File: config.mk
export PLATFORM = sky130hd
export DESIGN_NAME = address_override_rom_map
export DESIGN_NICKNAME = d
export VERILOG_FILES = /design/src/hdl/addr_ctl_pkg.sv /design/src/hdl/address_override_rom_map.sv
export SDC_FILE = /design/constraint.sdc
export NUM_CORES = 1
export LEC_CHECK = 0
export ABC_CLOCK_PERIOD_IN_PS = 3900
export BUFFER_PORTS_ARGS = -buffer_cell sky130_fd_sc_hd__buf_2
export CAP_MARGIN = 10
export CORE_MARGIN = 2
export CORE_UTILIZATION = 40
export CTS_CLUSTER_DIAMETER = 80
export DETAILED_ROUTE_END_ITERATION = 6
export SLEW_MARGIN = 40
export SYNTH_ARGS = -nofsm -noshare
export SYNTH_HDL_FRONTEND = slang
export SYNTH_SLANG_ARGS = --single-unit
File: constraint.sdc
create_clock -name ref_clk_i -period 3.9 [get_ports ref_clk_i]
set_input_delay 0.195 -clock ref_clk_i [delete_from_list [all_inputs] [get_ports ref_clk_i]]
set_output_delay 0.195 -clock ref_clk_i [all_outputs]
set_load 0.02 [all_outputs]
File: src/hdl/addr_ctl_pkg.sv
// shared constants and carrier types for the effective-address control block
package addr_ctl_pkg;
	localparam int PAGE_BITS = 10;
	localparam int PAGE_OFF_BITS = 14;
	localparam int SEG_BITS = 8;
	localparam int ADDR_BITS = 24;
	localparam int CNT_BITS = 3;
	localparam logic [CNT_BITS-1:0] CNT_RESET = 3'h0;
	localparam logic [1:0] DPP_SEL_RESET = 2'h0;
	localparam logic [7:0] SEG_CODE_0 = 8'h00;
	localparam logic [7:0] SEG_CODE_1 = 8'h01;
	localparam int CODE_WIN_BITS = 15;
	localparam logic [1:0] MAP_DELAY = 2'h2;
	localparam logic [PAGE_BITS-1:0] DPP_RESET = 10'h000;

	typedef enum logic [2:0] {
		OVR_NONE = 3'h0,
		OVR_ATOMIC = 3'h1,
		OVR_PAGE = 3'h2,
		OVR_SEG = 3'h3,
		OVR_REDIR = 3'h4,
		OVR_PAGE_REDIR = 3'h5,
		OVR_SEG_REDIR = 3'h6
	} ovr_cmd_t;

	typedef struct packed {
		logic valid;
		ovr_cmd_t cmd;
		logic [CNT_BITS-1:0] count;
		logic [PAGE_BITS-1:0] number;
	} ovr_req_t;

	typedef struct packed {
		logic valid;
		logic is_data;
		logic short_mode;
		logic [15:0] offset;
	} acc_req_t;

	typedef struct packed {
		logic [ADDR_BITS-1:0] addr;
		logic to_internal;
		logic to_ext_sfr;
	} acc_rsp_t;
endpackage : addr_ctl_pkg

File: src/hdl/address_override_rom_map.sv
// effective-address control: overrides, extension counter and code area map
// Summary of operation
// - default address from page pointer plus offset
// - page override replaces page for 1-7 instrs
// - segment override uses 16-bit offset in segment
// - normal paging returns once count exhausted
// - all overrides block interrupts like atomic
// - redirect short accesses to extended function space
// - combined forms override and redirect together
// - nested override reloads counter with new count
// - no event channel service in locked idle
// - code area decodes full 32K window
// - code area in segment 0, 1 or off
// - boot source sampled just after reset release
// - reset maps code area at segment 0
// - seg1 select moves area, segment 0 external
// - vectors at zero external when moved
// - map change effective second instruction later
// - enable after external boot: current offset internal
// - disable after internal boot: hold until seg 0 jump
// - atomic locks 1-7, class B traps pass
// - multicycle instruction counts once
`timescale 1ns/1ns
module address_override_rom_map (
	input wire logic ref_clk_i,
	input wire logic nrst_i,
	input wire logic boot_source_select_i,
	input wire addr_ctl_pkg::ovr_req_t ovr_req_i,
	input wire logic instr_done_i,
	input wire logic [1:0] dpp_sel_i,
	input wire logic dpp_wr_i,
	input wire logic [1:0] dpp_wr_sel_i,
	input wire logic [addr_ctl_pkg::PAGE_BITS-1:0] dpp_wr_data_i,
	input wire logic code_mem_enable_wr_i,
	input wire logic code_mem_enable_i,
	input wire logic code_area_seg1_select_wr_i,
	input wire logic code_area_seg1_select_i,
	input wire logic segment_jump_instr_i,
	input wire logic [addr_ctl_pkg::SEG_BITS-1:0] jump_seg_i,
	input wire logic idle_instr_i,
	input wire addr_ctl_pkg::acc_req_t acc_req_i,
	input wire logic [addr_ctl_pkg::ADDR_BITS-1:0] fetch_addr_i,
	output addr_ctl_pkg::acc_rsp_t acc_rsp_o,
	output logic fetch_internal_o,
	output logic irq_block_o,
	output logic class_a_trap_block_o,
	output logic pec_block_o,
	output logic code_mem_enabled_o,
	output logic code_area_seg1_o
);
	logic rst_meta;
	logic rst_n;
	logic boot_meta;
	logic boot_sync;
	logic boot_taken;
	logic [addr_ctl_pkg::PAGE_BITS-1:0] dpp [4];
	logic [addr_ctl_pkg::CNT_BITS-1:0] ext_count;
	logic page_ovr;
	logic seg_ovr;
	logic redir;
	logic [addr_ctl_pkg::PAGE_BITS-1:0] ovr_number;
	logic idle_locked;
	logic code_en;
	logic code_seg1;
	logic pend_en;
	logic pend_seg1;
	logic [1:0] map_wait;
	logic hold_fetch;
	logic in_lock;
	logic next_page_ovr;
	logic next_seg_ovr;
	logic next_redir;
	logic [addr_ctl_pkg::ADDR_BITS-1:0] data_addr;
	logic map_apply;

	// decide whether an address lands in the 32K code window
	function automatic logic in_code_area(input logic [23:0] a, input logic en,
			input logic seg1);
		logic [7:0] seg;
		seg = seg1 ? addr_ctl_pkg::SEG_CODE_1 : addr_ctl_pkg::SEG_CODE_0;
		in_code_area = en && a[23:16] == seg && !a[addr_ctl_pkg::CODE_WIN_BITS];
	endfunction : in_code_area

	always_ff @(posedge ref_clk_i or negedge nrst_i) begin
		if (!nrst_i) begin
			rst_meta <= 1'b0;
			rst_n <= 1'b0;
		end else begin
			rst_meta <= 1'b1;
			rst_n <= rst_meta;
		end
	end

	always_ff @(posedge ref_clk_i or negedge nrst_i) begin
		if (!nrst_i) begin
			boot_meta <= 1'b0;
			boot_sync <= 1'b0;
		end else begin
			boot_meta <= boot_source_select_i;
			boot_sync <= boot_meta;
		end
	end

	// lock open while the extension counter runs
	assign in_lock = ext_count != addr_ctl_pkg::CNT_RESET;

	// map change lands only on an instruction with no write beside it
	assign map_apply = boot_taken && map_wait == 2'h1 && instr_done_i &&
			!code_mem_enable_wr_i && !code_area_seg1_select_wr_i;

	// page pointer registers
	always_ff @(posedge ref_clk_i or negedge rst_n) begin
		if (!rst_n) begin
			for (int i = 0; i < 4; i++) begin
				dpp[i] <= addr_ctl_pkg::DPP_RESET;
			end
		end else if (dpp_wr_i) begin
			dpp[dpp_wr_sel_i] <= dpp_wr_data_i;
		end
	end

	always_comb begin
		next_page_ovr = page_ovr;
		next_seg_ovr = seg_ovr;
		next_redir = redir;
		unique case (ovr_req_i.cmd)
			addr_ctl_pkg::OVR_PAGE: begin
				next_page_ovr = 1'b1;
				next_seg_ovr = 1'b0;
				next_redir = 1'b0;
			end
			addr_ctl_pkg::OVR_SEG: begin
				next_page_ovr = 1'b0;
				next_seg_ovr = 1'b1;
				next_redir = 1'b0;
			end
			addr_ctl_pkg::OVR_REDIR: begin
				next_page_ovr = 1'b0;
				next_seg_ovr = 1'b0;
				next_redir = 1'b1;
			end
			addr_ctl_pkg::OVR_PAGE_REDIR: begin
				next_page_ovr = 1'b1;
				next_seg_ovr = 1'b0;
				next_redir = 1'b1;
			end
			addr_ctl_pkg::OVR_SEG_REDIR: begin
				next_page_ovr = 1'b0;
				next_seg_ovr = 1'b1;
				next_redir = 1'b1;
			end
			default: begin
				next_page_ovr = page_ovr;
				next_seg_ovr = seg_ovr;
				next_redir = redir;
			end
		endcase
	end

	// extension counter and override state
	always_ff @(posedge ref_clk_i or negedge rst_n) begin
		if (!rst_n) begin
			ext_count <= addr_ctl_pkg::CNT_RESET;
			page_ovr <= 1'b0;
			seg_ovr <= 1'b0;
			redir <= 1'b0;
			ovr_number <= addr_ctl_pkg::DPP_RESET;
		end else if (ovr_req_i.valid && ovr_req_i.cmd != addr_ctl_pkg::OVR_NONE) begin
			ext_count <= ovr_req_i.count;
			if (ovr_req_i.count == addr_ctl_pkg::CNT_RESET) begin
				// zero count closes the lock at once
				page_ovr <= 1'b0;
				seg_ovr <= 1'b0;
				redir <= 1'b0;
			end else begin
				page_ovr <= next_page_ovr;
				seg_ovr <= next_seg_ovr;
				redir <= next_redir;
			end
			if (ovr_req_i.cmd != addr_ctl_pkg::OVR_ATOMIC &&
					ovr_req_i.cmd != addr_ctl_pkg::OVR_REDIR) begin
				ovr_number <= ovr_req_i.number;
			end
		end else if (instr_done_i && in_lock) begin
			ext_count <= ext_count - 3'h1;
			if (ext_count == 3'h1) begin
				page_ovr <= 1'b0;
				seg_ovr <= 1'b0;
				redir <= 1'b0;
			end
		end
	end

	assign irq_block_o = in_lock;
	// class A traps held off, class B passes
	assign class_a_trap_block_o = in_lock;

	// locked idle keeps event channel off
	always_ff @(posedge ref_clk_i or negedge rst_n) begin
		if (!rst_n) begin
			idle_locked <= 1'b0;
		end else if (idle_instr_i) begin
			idle_locked <= in_lock;
		end else if (ovr_req_i.valid || instr_done_i) begin
			idle_locked <= 1'b0;
		end
	end
	// idle as last locked instruction keeps the block
	assign pec_block_o = in_lock || idle_locked;

	// data address formation
	always_comb begin
		if (seg_ovr) begin
			data_addr = {ovr_number[7:0], acc_req_i.offset};
		end else if (page_ovr) begin
			data_addr = {ovr_number, acc_req_i.offset[13:0]};
		end else begin
			data_addr = {dpp[acc_req_i.offset[15:14]], acc_req_i.offset[13:0]};
		end
	end

	always_ff @(posedge ref_clk_i or negedge rst_n) begin
		if (!rst_n) begin
			acc_rsp_o <= '0;
		end else if (acc_req_i.valid) begin
			acc_rsp_o.addr <= data_addr;
			acc_rsp_o.to_internal <= in_code_area(data_addr, code_en, code_seg1);
			acc_rsp_o.to_ext_sfr <= redir && acc_req_i.short_mode;
		end
	end

	// code area map: boot strap then software writes, delayed
	always_ff @(posedge ref_clk_i or negedge rst_n) begin
		if (!rst_n) begin
			boot_taken <= 1'b0;
			code_en <= 1'b0;
			code_seg1 <= 1'b0;
			pend_en <= 1'b0;
			pend_seg1 <= 1'b0;
			map_wait <= 2'h0;
		end else if (!boot_taken) begin
			boot_taken <= 1'b1;
			code_en <= boot_sync;
			pend_en <= boot_sync;
		end else begin
			if (code_mem_enable_wr_i || code_area_seg1_select_wr_i) begin
				if (code_mem_enable_wr_i) begin
					pend_en <= code_mem_enable_i;
				end
				if (code_area_seg1_select_wr_i) begin
					pend_seg1 <= code_area_seg1_select_i;
				end
				map_wait <= addr_ctl_pkg::MAP_DELAY;
			end else if (map_wait != 2'h0 && instr_done_i) begin
				map_wait <= map_wait - 2'h1;
				if (map_wait == 2'h1) begin
					code_en <= pend_en;
					code_seg1 <= pend_seg1;
				end
			end
		end
	end

	// hold internal fetching until segment-0 jump
	always_ff @(posedge ref_clk_i or negedge rst_n) begin
		if (!rst_n) begin
			hold_fetch <= 1'b0;
		end else if (code_en && map_apply && !pend_en) begin
			// set wins over a jump in the same cycle
			hold_fetch <= 1'b1;
		end else if (segment_jump_instr_i && jump_seg_i == addr_ctl_pkg::SEG_CODE_0) begin
			hold_fetch <= 1'b0;
		end
	end

	// hold keeps fetches on the old path
	// enabled area takes current offset
	assign fetch_internal_o = hold_fetch || in_code_area(fetch_addr_i, code_en, code_seg1);
	assign code_mem_enabled_o = code_en;
	assign code_area_seg1_o = code_seg1;
endmodule : address_override_rom_map

## Word level (Yosys, flattened, before mapping)

Index checks and enable logic that the tools add are counted.

| storage, ports and cells | value |
|---|---|
| logic and storage cells | 137 |
| bits in registers | 95 |
| input port bits | 93 |

| operators by class | value |
|---|---|
| bitwise operators | 3 |
| mux-type cells | 35 |
| reduce and logical (&&, ||, !) cells | 51 |
| order comparisons | 3 |
| add/subtract/negate cells | 2 |
| eq/ne operators | 19 |

Operator list:

| operator | count |
|---|---|
| 24-bit two-way mux | 2 |
| 40-bit bitwise mux | 1 |
| 10-bit two-way mux | 3 |
| 10-bit binary-select mux with 2-bit select | 1 |
| 10-bit demux with 2-bit select | 1 |
| 1-bit two-way mux | 20 |
| 1-bit logical AND | 17 |
| 3-bit AND reduction | 5 |
| 4-bit by 3-bit != test with 1-bit output (second input constant) | 3 |
| 2-bit nonzero test | 6 |
| 3-bit equality test (second input constant) | 3 |
| 3-bit OR reduction | 3 |
| 8-bit by 1-bit equality test with 1-bit output | 1 |
| 8-bit equality test | 1 |
| 8-bit logical NOT | 1 |
| 3-bit by 2-bit equality test with 1-bit output (second input constant) | 2 |
| 3-bit greater-or-equal comparator (second input constant) | 2 |
| 3-bit two-way mux | 2 |
| 2-bit by 1-bit != test with 1-bit output (second input constant) | 3 |
| 2-bit inverter with 3-bit output | 2 |
| 1-bit case mux with 2 select lines | 3 |
| 2-bit AND reduction | 3 |
| 3-bit nonzero test | 2 |
| 2-bit OR reduction | 3 |
| other kinds (14) | 23 |

## Depth between registers and ports, before layout

Gate-level depths: netlist of run 1.

| depth | value |
|---|---|
| depth in word-level cells | 9 |
| mapped depth | 7 |

## Worst setup path before layout of run 1

Ideal clock, no wire load.

| timing | value |
|---|---|
| kind | register to register |
| start point | reg dpp[2] (netlist bit) |
| end point | reg acc_rsp_o[1] (netlist bit) |
| path slack | 2,313 ps |
| arrival time | 1,521 ps |
| stages on the path, launching flop included | 5 |
| library setup time | 66 ps |
| path through | dfrtp_1 > mux4_2 > xor2_1 > a2111oi_2 > a32o_2 |

| on the way | value |
|---|---|
| cells in the longest elaborated chain, start to end | 8 |

Ends and longest elaborated chain:

| item | RTL line | RTL |
|---|---|---|
| start: declaration | address_override_rom_map.sv:56 | `logic [addr_ctl_pkg::PAGE_BITS-1:0] dpp [4];` |
| start signal: indexed assignment | address_override_rom_map.sv:115 | `dpp[i] <= addr_ctl_pkg::DPP_RESET;` |
| start signal: indexed assignment | address_override_rom_map.sv:118 | `dpp[dpp_wr_sel_i] <= dpp_wr_data_i;` |
| 10-bit binary-select mux with 2-bit select | address_override_rom_map.sv:218 | `data_addr = {dpp[acc_req_i.offset[15:14]], acc_req_i.offset[13:0]};` |
| 10-bit two-way mux (not written as such) (2 in a row) | address_override_rom_map.sv:218 |  |
| 24-bit two-way mux | address_override_rom_map.sv:215 | `end else if (page_ovr) begin` |
| 24-bit two-way mux | address_override_rom_map.sv:213 | `if (seg_ovr) begin` |
| 8-bit equality test | address_override_rom_map.sv:81 | `in_code_area = en && a[23:16] == seg && !a[addr_ctl_pkg::CODE_WIN_BITS];` |
| 1-bit logical AND (2 in a row) | address_override_rom_map.sv:81 |  |
| end: declaration | address_override_rom_map.sv:43 | `output addr_ctl_pkg::acc_rsp_t acc_rsp_o,` |

No other way between the ends. The select of a mux whose other input is x is not followed.
A chain may end at the register's enable or synchronous reset.

## Worst setup path in the final report of run 1

| timing | value |
|---|---|
| start point | reg page_ovr |
| end point | reg acc_rsp_o[1] (netlist bit) |

| on the way | value |
|---|---|
| cells in the longest elaborated chain, start to end | 5 |
| elaborated cells between the ends (all ways) | 6 |
| those cells by class | eq/ne (1); mux (2); reduce/logical (3) |

Ends and longest elaborated chain:

| item | RTL line | RTL |
|---|---|---|
| start: declaration | address_override_rom_map.sv:58 | `logic page_ovr;` |
| start signal: assignment | address_override_rom_map.sv:176 | `page_ovr <= next_page_ovr;` |
| 24-bit two-way mux (*) | address_override_rom_map.sv:215 |  |
| 24-bit two-way mux (*) | address_override_rom_map.sv:213 |  |
| 8-bit equality test | address_override_rom_map.sv:81 |  |
| 1-bit logical AND | address_override_rom_map.sv:81 |  |
| 1-bit logical AND (*) | address_override_rom_map.sv:81 |  |

Every way passes the cells marked *; elsewhere a longest branch is shown, timed or not.

==> run metrics, run 1 <==
WL/cell=15.4 µm; antenna violations before repair=0; Pleak=2.42 nW; Psw=0.725 mW; CP startpoint kind=flop; CP Max Fanout=16; Synth Area in Adders=1.42%; Mean Syn Cell Area=13.4 µm²; grt total ovfl=0; area of the multi-input gates=1900 µm²; Hold WS=14.6 ps; Worst-Skew Late Latency=360 ps; Die Wd=109 µm; CTS tree=built; worst slew margin relative to its limit=51.0%; status=complete, no violations; max cap viols=0; f_max=0.530 GHz; crit end category=flop; TritonCTS Buffers=9; reg-to-reg endpoint=acc_rsp_o[1]$_DFFE_PN0P_; ANT nets after route=0; Gate power share=22.9%; ys async rst share=100%; post-layout min period=1890 ps; placer congestion estimate=0.762; Worst Skew=13.9 ps; largest family of logic cells by synthesized area=multiplexers; Net Sw Frac=29.3%; Setup TNS=0 ps; drt pass-1 iters=4; # IOs=125; endpoint of the worst hold path=idle_locked$_DFFE_PN0P_; RSZ-0062 raised after global routing=false; Vias=2932; Antenna Cells=0; power per cell area=470 nW/µm²; Clock Path Buffers=2; die height=109 µm; number of global-route vias before repair=2991; synth top area cells=dfrtp_1 (54%), mux2_2 (20%), mux4_2 (3.6%); drt first-iter violations=103; Final #Nets=532; critical path arrival=2140 ps; hold path depth=2; Setup Crit Path Kind=reg -> reg; Root Buffer=clkbuf_8; port bufs=106; Cell Rows=38; Worst Hold Class=in -> reg; worst reg2reg startpoint=page_ovr$_DFFE_PN0P_; Die ar.=11900 µm²; final non-filler cell total=579; Synth Area in Simple Gates=7.84%; Total GRT Usage=15.8%; clock power share=26.5%; final-report setup violation count=0; Seq pwr share=50.6%; flops & latches, synth=95; Detailed Route WL=8.94 mm; post-synthesis mux area share=27.0%; Pint=1.75 mW; synthesized area=4400 µm²; Required @ worst endpoint=4150 ps; Yosys cell types=49; Final Hold Vio Count=0; Final Cycle Share=48.4%; dpl hpwl=6.56 mm; DP Cell Count=560; Synth Area in Compound Gates=5.51%; post-synth top area cell=dfrtp_1; Syn. warnings=0; fin. max-slew vios=0; most common cell after layout, fill and taps aside=buf_2; P&R area growth vs syn=19.7%; Clock Pin Slew Worst Setup and Hold Paths=100 ps; largest net degree at the start of global routing=63; R2R setup slack=2010 ps; dominant synthesized flop cell=dfrtp_1; most frequent cells in the layout=buf_2 (106), dfrtp_1 (94), mux2_2 (78), nand2_1 (19), a21oi_1 (11); VDD IR max=0.000226 V; first-pass GRT wire length=14.3 mm; Slew @ Worst Pin=735 ps; layout cells sized above 1=49.7%; XOR/XNOR Fraction of Synth Area=0.995%; worst reg-to-reg path cell count=4; FILL cells=976; CTS H-Tree Depth=3; register area share after synthesis=54.0%; TritonCTS Sinks=95; share of Yosys cell area claimed by the top area cell type=54.0%; DRC violations left=0; Initial Utilization=40.8%; Core ar.=10800 µm²; Synth Instances=328; vias per cell=5.06; Sequential cell area=2380 µm²; hold_sp=idle_instr_i; number of synthesized flops with an enable pin=0
[logic make-up after synthesis]
kind of cell,after synthesis
compound gates,36
xor+xnor,5
fa+ha+maj,5
buf+inv,25
flops,95
mux,97
other cells,1
simple gates,64
[flip-flops by register name, indices dropped and copies added, names as in the netlist, 2 cells and up]
register	cells
map_wait	2
ext_count	3
acc_rsp_o	26
dpp	40
ovr_number	10
[cell usage after synthesis, types with 4 or more instances]
cell	instances
a21oi_1	11
buf_4	4
clkbuf_1	6
dfrtp_1	95
ha_1	5
inv_1	9
mux2_2	78
mux2i_1	10
mux4_2	7
nand2_1	19
nand3_1	6
nand3b_1	6
nor2_1	10
o21ai_0	7
[power by group through the flow]
stage	Sequential, mW	Combinational [mW]	Clock [mW]
3_3_place_gp	1.27	0.547	0
4_1_cts	1.27	0.566	0.686
3_5_place_dp	1.29	0.563	0
5_1_grt	1.28	0.621	0.728
6_report	1.25	0.566	0.656
2_1_floorplan	1.32	0.338	0
[layer usage]
layer | part of all wire (%) | wire length, µm | GRT usage [%] | up-vias
li1 | - | - | - | 1397
met1 | 44 | 3940 | 19.8 | 1450
met2 | 50 | 4450 | 27.6 | 73
met3 | 4.8 | 430 | 3.11 | 12
met4 | 1.4 | 121 | 4.95 | 0
met5 | 0 | 0 | 0 | -
[worst max-delay path by stage]
stage	from	cells past startpoint	slack, ps	to
6_report	page_ovr$_DFFE_PN0P_	4	2010	acc_rsp_o[1]$_DFFE_PN0P_
5_1_grt	seg_ovr$_DFFE_PN0P_	5	1940	acc_rsp_o[1]$_DFFE_PN0P_
4_1_cts	page_ovr$_DFFE_PN0P_	4	2010	acc_rsp_o[1]$_DFFE_PN0P_
3_5_place_dp	acc_req_i[14]	5	1920	acc_rsp_o[1]$_DFFE_PN0P_
3_3_place_gp	acc_req_i[14]	5	1940	acc_rsp_o[1]$_DFFE_PN0P_
2_1_floorplan	rst_n$_DFF_PN0_	0	1120	acc_rsp_o[0]$_DFFE_PN0P_
[worst max-delay path, cell delays in order (launching register included)]
cell       delay (ps)
dfrtp_1           630
or3_1             450
a32oi_1           350
a2111oi_2          90
a32o_2            250
[metrics by stage]
| stage | total power, mW | util (%) | worst slack (ps) | area (µm²) |
|---|---|---|---|---|
| after global placement | 1.82 | 46.5 | 1940 | 5020 |
| final | 2.48 | 48.9 | 2010 | 5270 |
| after detailed placement | 1.85 | 46.6 | 1920 | 5030 |
| after CTS | 2.52 | 48.7 | 2010 | 5250 |
| after floorplan | 1.66 | - | 1120 | 4410 |
| after global routing | 2.63 | 48.9 | 1940 | 5270 |
[area by class of cell]
type	count	share of cell area, %
timing repair buffer	110	11.0
inverter	9	0.641
tap	140	3.32
clock buffer	10	2.61
multi-input combinational	209	36.1
sequential	95	45.2
clock inverter	6	1.23
[repair_timing]
| action | CTS | global route |
|---|---|---|
| hold buffers | 2 | 0 |
| resized for setup | 0 | 0 |
| buffers inserted | 0 | 0 |
| hold endpoints to repair | 5 | 0 |
No activity file was read; power rests on OpenSTA's default activity.
==> run 2, diff against run 1 <==
ABC_CLOCK_PERIOD_IN_PS = 1750   (was 3900)
clock period = 1.75 ns   (was 3.9 ns; I/O delays follow)
==> run 2 against run 1 <==
- critical path depth unchanged
- cell area increased by 9.6%
- sequential share of layout area decreased by 3.9 points
- power increased by 130%
- first-iteration DRC count decreased by 3.9%
- via count increased by 7.5%
- final cell count increased by 9.7%
- critical path type unchanged
==> run metrics, run 2 (synthesized netlist as in run 1, its figures left out) <==
status=complete, no violations; Crit path max-delay family=compound AO/OA/AOI/OAI gates; met3 Use GR=4.12%; most common cell after layout, fill and taps aside=buf_2; Clock Path Buffers=2; Final Hold Vio Count=0; worst reg2reg startpoint=dpp[2]$_DFFE_PN0P_; max cap viols=0; Seq pwr share=50.0%; Total GRT Usage=17.0%; Net Sw Frac=29.0%; grt peak-use layer=met2; vias per cell=4.97; TritonCTS Sinks=95; ANT nets after route=0; first-pass GRT wire length=15.2 mm; max incr delay on CP=510 ps; Worst Hold Class=in -> reg; Core ar.=10800 µm²; f_max=0.604 GHz; DRC violations left=0; fin. max-slew vios=0; Antenna Cells=0; Hold WS=26.2 ps; Die ar.=11900 µm²; Detailed Route WL=9.61 mm; placer congestion estimate=0.792; Worst Skew=11.8 ps; power per cell area=966 nW/µm²; FILL cells=944; Cell Rows=38; CTS H-Tree Depth=3; Bufs and invs on worst path=0; flip-flop count of the largest register after layout=40; Setup Crit Path Kind=reg -> reg; crit end category=flop; grt total ovfl=0; Pleak=2.64 nW; Clock Pin Slew Worst Setup and Hold Paths=90 ps; WL/cell=15.1 µm; VDD IR max=0.000450 V; CP max-delay cell=mux4_2; Pint=3.96 mW; post-layout min period=1660 ps; P&R area growth vs syn=31.2%; Required @ worst endpoint=2060 ps; Final #Nets=588; final non-filler cell total=635; largest net degree at the start of global routing=33; DP Cell Count=574; Final Cycle Share=94.6%; RSZ-0062 raised after global routing=true; CTS tree=built; Psw=1.62 mW; Vias=3153; Gate power share=25.2%; biggest regs=dpp x40, acc_rsp_o x26, ovr_number x10; Initial Utilization=40.8%; Die Wd=109 µm; CP Max Fanout=2; antenna violations before repair=0; die height=109 µm; number of global-route vias before repair=3089; CP startpoint kind=flop; critical path arrival=1970 ps; layout cells sized above 1=47.3%; port bufs=106; dpl hpwl=6.93 mm; CP Cell Sequence=mux4_2, xor2_1, a2111oi_2, a32o_2; # IOs=125; hold_sp=dpp_wr_data_i[3]; drt pass-1 iters=4; Setup crit start=dpp[2]$_DFFE_PN0P_; Worst-Skew Late Latency=360 ps; clock power share=24.9%; drt first-iter violations=99; Root Buffer=clkbuf_8; register with the most flip-flops=dpp; GR met1 Demand/Resource=21.1%; met2 global-route usage=29.2%; final-report setup violation count=0; TritonCTS Buffers=9; most frequent cells in the layout=buf_2 (106), dfrtp_1 (93), mux2_2 (78), dlygate4sd3_1 (43), nand2_1 (19)
run 2: changes by cell type in the layout (fill, tap and decap cells not counted), sizes merged:
cell and change:
buf +15, clkbuf +2, dlygate4sd3 +41, inv -2
run 2: per-layer routing:
metal	vias up	share of wire, %
met5	-	0
met4	0	1.4
met3	14	5.3
met2	73	49
met1	1551	44
li1	1515	-
run 2: final timing paths:
path / endpoint / slack [ps] / cells after the start
min: dpp[23]$_DFFE_PN0P_ / 30 / 2
max: acc_rsp_o[1]$_DFFE_PN0P_ / 90 / 4
max reg2reg: acc_rsp_o[1]$_DFFE_PN0P_ / 90 / 4
min reg2reg: acc_rsp_o[15]$_DFFE_PN0P_ / 280 / 0
min in group asynchronous: boot_sync$_DFF_PN0_ / 50 / 2
max in group asynchronous: dpp[7]$_DFFE_PN0P_ / 880 / 1
run 2: worst reg2reg max path: stages (launching register included):
cell and delay, ps:
dfrtp_1 380, mux4_2 510, xor2_1 170, a2111oi_2 340
a32o_2 210
run 2: power groups by stage:
stage	Combinational (mW)	Sequential, mW	Clock (mW)
after floorplan	0.754	2.93	0
after global placement	1.29	2.82	0
final	1.40	2.79	1.39
after detailed placement	1.32	2.84	0
after CTS	1.40	2.79	1.44
after global routing	1.55	2.84	1.53
run 2: area by class of cell:
class	count	area, µm²	area share (%)
Clock inverter	4	47.5	0.823
Sequential cell	95	2380	41.2
Multi-Input combinational cell	209	1900	32.9
Clock buffer	12	135	2.34
Timing Repair Buffer	166	1100	19.1
Tap cell	140	175	3.03
Inverter	9	33.8	0.585
run 2: stage by stage:
step | setup slack [ps] | power, mW | util (%) | instance area [µm²] | setup TNS (ps)
after floorplan | 163 | 3.69 | - | 4410 | 0
after CTS | 32.7 | 5.63 | 53.3 | 5750 | 0
after global routing | -30.3 | 5.92 | 53.5 | 5780 | -30.3
final | 93.9 | 5.58 | 53.5 | 5780 | 0
after global placement | -7.65 | 4.12 | 47.6 | 5140 | -7.65
after detailed placement | -36.5 | 4.16 | 47.6 | 5140 | -36.5
run 2: what timing repair did:
| item | CTS | global route |
|---|---|---|
| hold buffers | 43 | 0 |
| setup endpoints to repair | 0 | 3 |
| endpoints found under the hold margin | 64 | 0 |
| gates resized for setup | 0 | 6 |
| setup buffers | 0 | 2 |
==> run 3, diff against run 2 <==
ABC_AREA = 1   (was unset)
ABC_CLOCK_PERIOD_IN_PS = 2100   (was 1750)
clock period = 2.1 ns   (was 1.75 ns; I/O delays follow)
==> run 3 against run 2 <==
- via count is 22% higher
- power is 18% lower
- critical path depth is 2 higher
- combinational power is 29% lower
- cell area is 4.4% lower
- wire length is 9.8% higher
- area after synthesis is 1.8% lower
- register-to-register slack better by 410 ps
- die area is 1.7% lower
- global-route usage is 1.9 points higher
- non-clock buffer count is 23 lower
- sequential power is 19% lower
==> run metrics, run 3 <==
Worst Hold Class=in -> reg; CP startpoint kind=flop; post-synth top area cell=dfrtp_1; Vias=3859; antenna violations before repair=0; CP Cell Sequence=inv_1, ha_1, nand2_1, nand2_1, o41ai_1, dlygate4sd3_1; final non-filler cell total=795; DP Cell Count=748; Setup TNS=0 ps; Pleak=2.87 nW; post-synthesis mux area share=2.34%; Core ar.=10400 µm²; max incr delay on CP=550 ps; Synth Area in Adders=1.45%; worst reg2reg startpoint=ext_count[0]$_DFFE_PN0P_; Detailed Route WL=10.6 mm; drt first-iter violations=231; register with the most flip-flops=dpp; Slew @ Worst Pin=784 ps; Post-CTS Setup Inserts=0; share of Yosys cell area claimed by the top area cell type=55.0%; Worst-Skew Late Latency=360 ps; dominant synthesized flop cell=dfrtp_1; # IOs=125; Initial Utilization=41.5%; CP max-delay cell=dlygate4sd3_1; synthesized area=4320 µm²; flip-flop count of the largest register after layout=40; ys async rst share=100%; most common library cells after synthesis=nand2_1 (182), dfrtp_1 (95), o21ai_0 (59); placer congestion estimate=0.761; hold_sp=ovr_req_i[7]; number of synthesized flops with an enable pin=0; synth top area cells=dfrtp_1 (55%), nand2_1 (16%), o21ai_0 (6.8%); Die Wd=108 µm; TritonCTS Sinks=95; Total GRT Usage=18.8%; die height=108 µm; ANT nets after route=0; most common cell in the synthesized netlist=nand2_1; CTS tree=built; most frequent cells in the layout=nand2_1 (182), buf_2 (106), dfrtp_1 (94), o21ai_0 (59), inv_1 (37); Syn. warnings=0; DP Area=4990 µm²; largest net degree at the start of global routing=33; VDD IR max=0.000357 V; CTS H-Tree Depth=3; Final Hold Vio Count=0; Synth Area in Compound Gates=11.4%; Mean Syn Cell Area=8.28 µm²; Clock Path Buffers=2; Setup crit start=ext_count[0]$_DFFE_PN0P_; final instance area=5520 µm²; Clock Pin Slew Worst Setup and Hold Paths=90 ps; final-report setup violation count=0; grt total ovfl=0; fin. max-slew vios=0; vias per cell=4.85; f_max=0.627 GHz; crit end category=flop; CP Max Fanout=4; RSZ-0062 raised after global routing=false; Yosys cell types=29; critical path arrival=1840 ps; Final #Nets=752; post-cts resize count=0; max cap viols=0; layout cells sized above 1=21.2%; FILL cells=998; Cell Rows=37; power per cell area=833 nW/µm²; register area share after synthesis=55.0%; Antenna Cells=0; drt pass-1 iters=5; Worst Skew=11.9 ps; flops & latches, synth=95; TritonCTS Buffers=9; worst slew margin relative to its limit=47.6%; XOR/XNOR Fraction of Synth Area=0.203%; most common cell after layout, fill and taps aside=nand2_1; Setup Crit Path Kind=reg -> reg; Die ar.=11700 µm²; port bufs=106; status=complete, no violations; cell seen most often among critical-path stages=nand2_1; Final Cycle Share=76.0%; biggest regs=dpp x40, acc_rsp_o x26, ovr_number x10; CTS hold repair buffers=31; dpl hpwl=7.29 mm; first-pass GRT wire length=17.2 mm; Root Buffer=clkbuf_8; Required @ worst endpoint=2340 ps; DRC violations left=0; Synth Instances=522; WL/cell=13.3 µm; post-layout min period=1600 ps; Synth Area in Simple Gates=23.8%; largest family of logic cells by synthesized area=simple AND/OR/NAND/NOR gates; P&R area growth vs syn=27.7%; number of global-route vias before repair=3681
[run 3: per-layer routing]
metal  GRT usage [%]  wire (µm)
met4            4.95        124
met2            32.5       5230
met1            24.1       4800
met3            4.04        406
met5               0          0
[run 3: cell families (layout without fill, tap and decap cells)]
group	count (synthesis)	after routing
simple gates	258	258
flops	95	95
compound gates	90	90
buf+inv	63	199
mux	9	9
fa+ha+maj	5	5
other cells	1	2
xor+xnor	1	1
[run 3: stage by stage]
stage               setup slack (ps)  hold slack, ps  total power [mW]  utilization (%)
global placement                 493           -91.1              3.21             47.9
floorplan                        534            -191              2.91                -
finish                           505            19.1              4.60             53.0
detailed placement               486           -85.7              3.25             47.9
global route                     345            4.67              4.90             53.0
CTS                              505            1.69              4.65             53.0
[run 3: final cells by class]
type | count | area [µm²] | area share (%)
Sequential cell | 95 | 2380 | 43.1
Multi-Input combinational cell | 365 | 1700 | 30.8
Timing Repair Buffer | 143 | 898 | 16.3
Tap cell | 136 | 170 | 3.08
Inverter | 40 | 150 | 2.72
Clock buffer | 9 | 124 | 2.24
Clock inverter | 7 | 101 | 1.83
[run 3: power by group]
group | internal, mW | switching [mW]
Clock | 0.683 | 0.662
Sequential | 2.09 | 0.176
Combinational | 0.400 | 0.590
Total | 3.17 | 1.43
[run 3: path summary, 6_finish.rpt]
| path | endpoint | slack [ps] | depth (start not counted) |
|---|---|---|---|
| worst min register to register | acc_rsp_o[23]$_DFFE_PN0P_ | 280 | 0 |
| worst min-delay path | ovr_number[7]$_DFFE_PN0P_ | 20 | 2 |
| worst max register to register | idle_locked$_DFFE_PN0P_ | 500 | 6 |
| min in group asynchronous | rst_n$_DFF_PN0_ | 60 | 2 |
| max in group asynchronous | dpp[14]$_DFFE_PN0P_ | 1210 | 1 |
| worst max-delay path | idle_locked$_DFFE_PN0P_ | 500 | 6 |
[run 3: worst max-delay path: cells and delay by family (launching register included)]
kind / cells / cell delay [ps]
buffers and inverters: 2 / 660
adder cells (fa/ha/maj): 1 / 200
AO/OA/AOI/OAI: 1 / 50
AND/OR/NAND/NOR: 2 / 170
flip-flops: 1 / 390
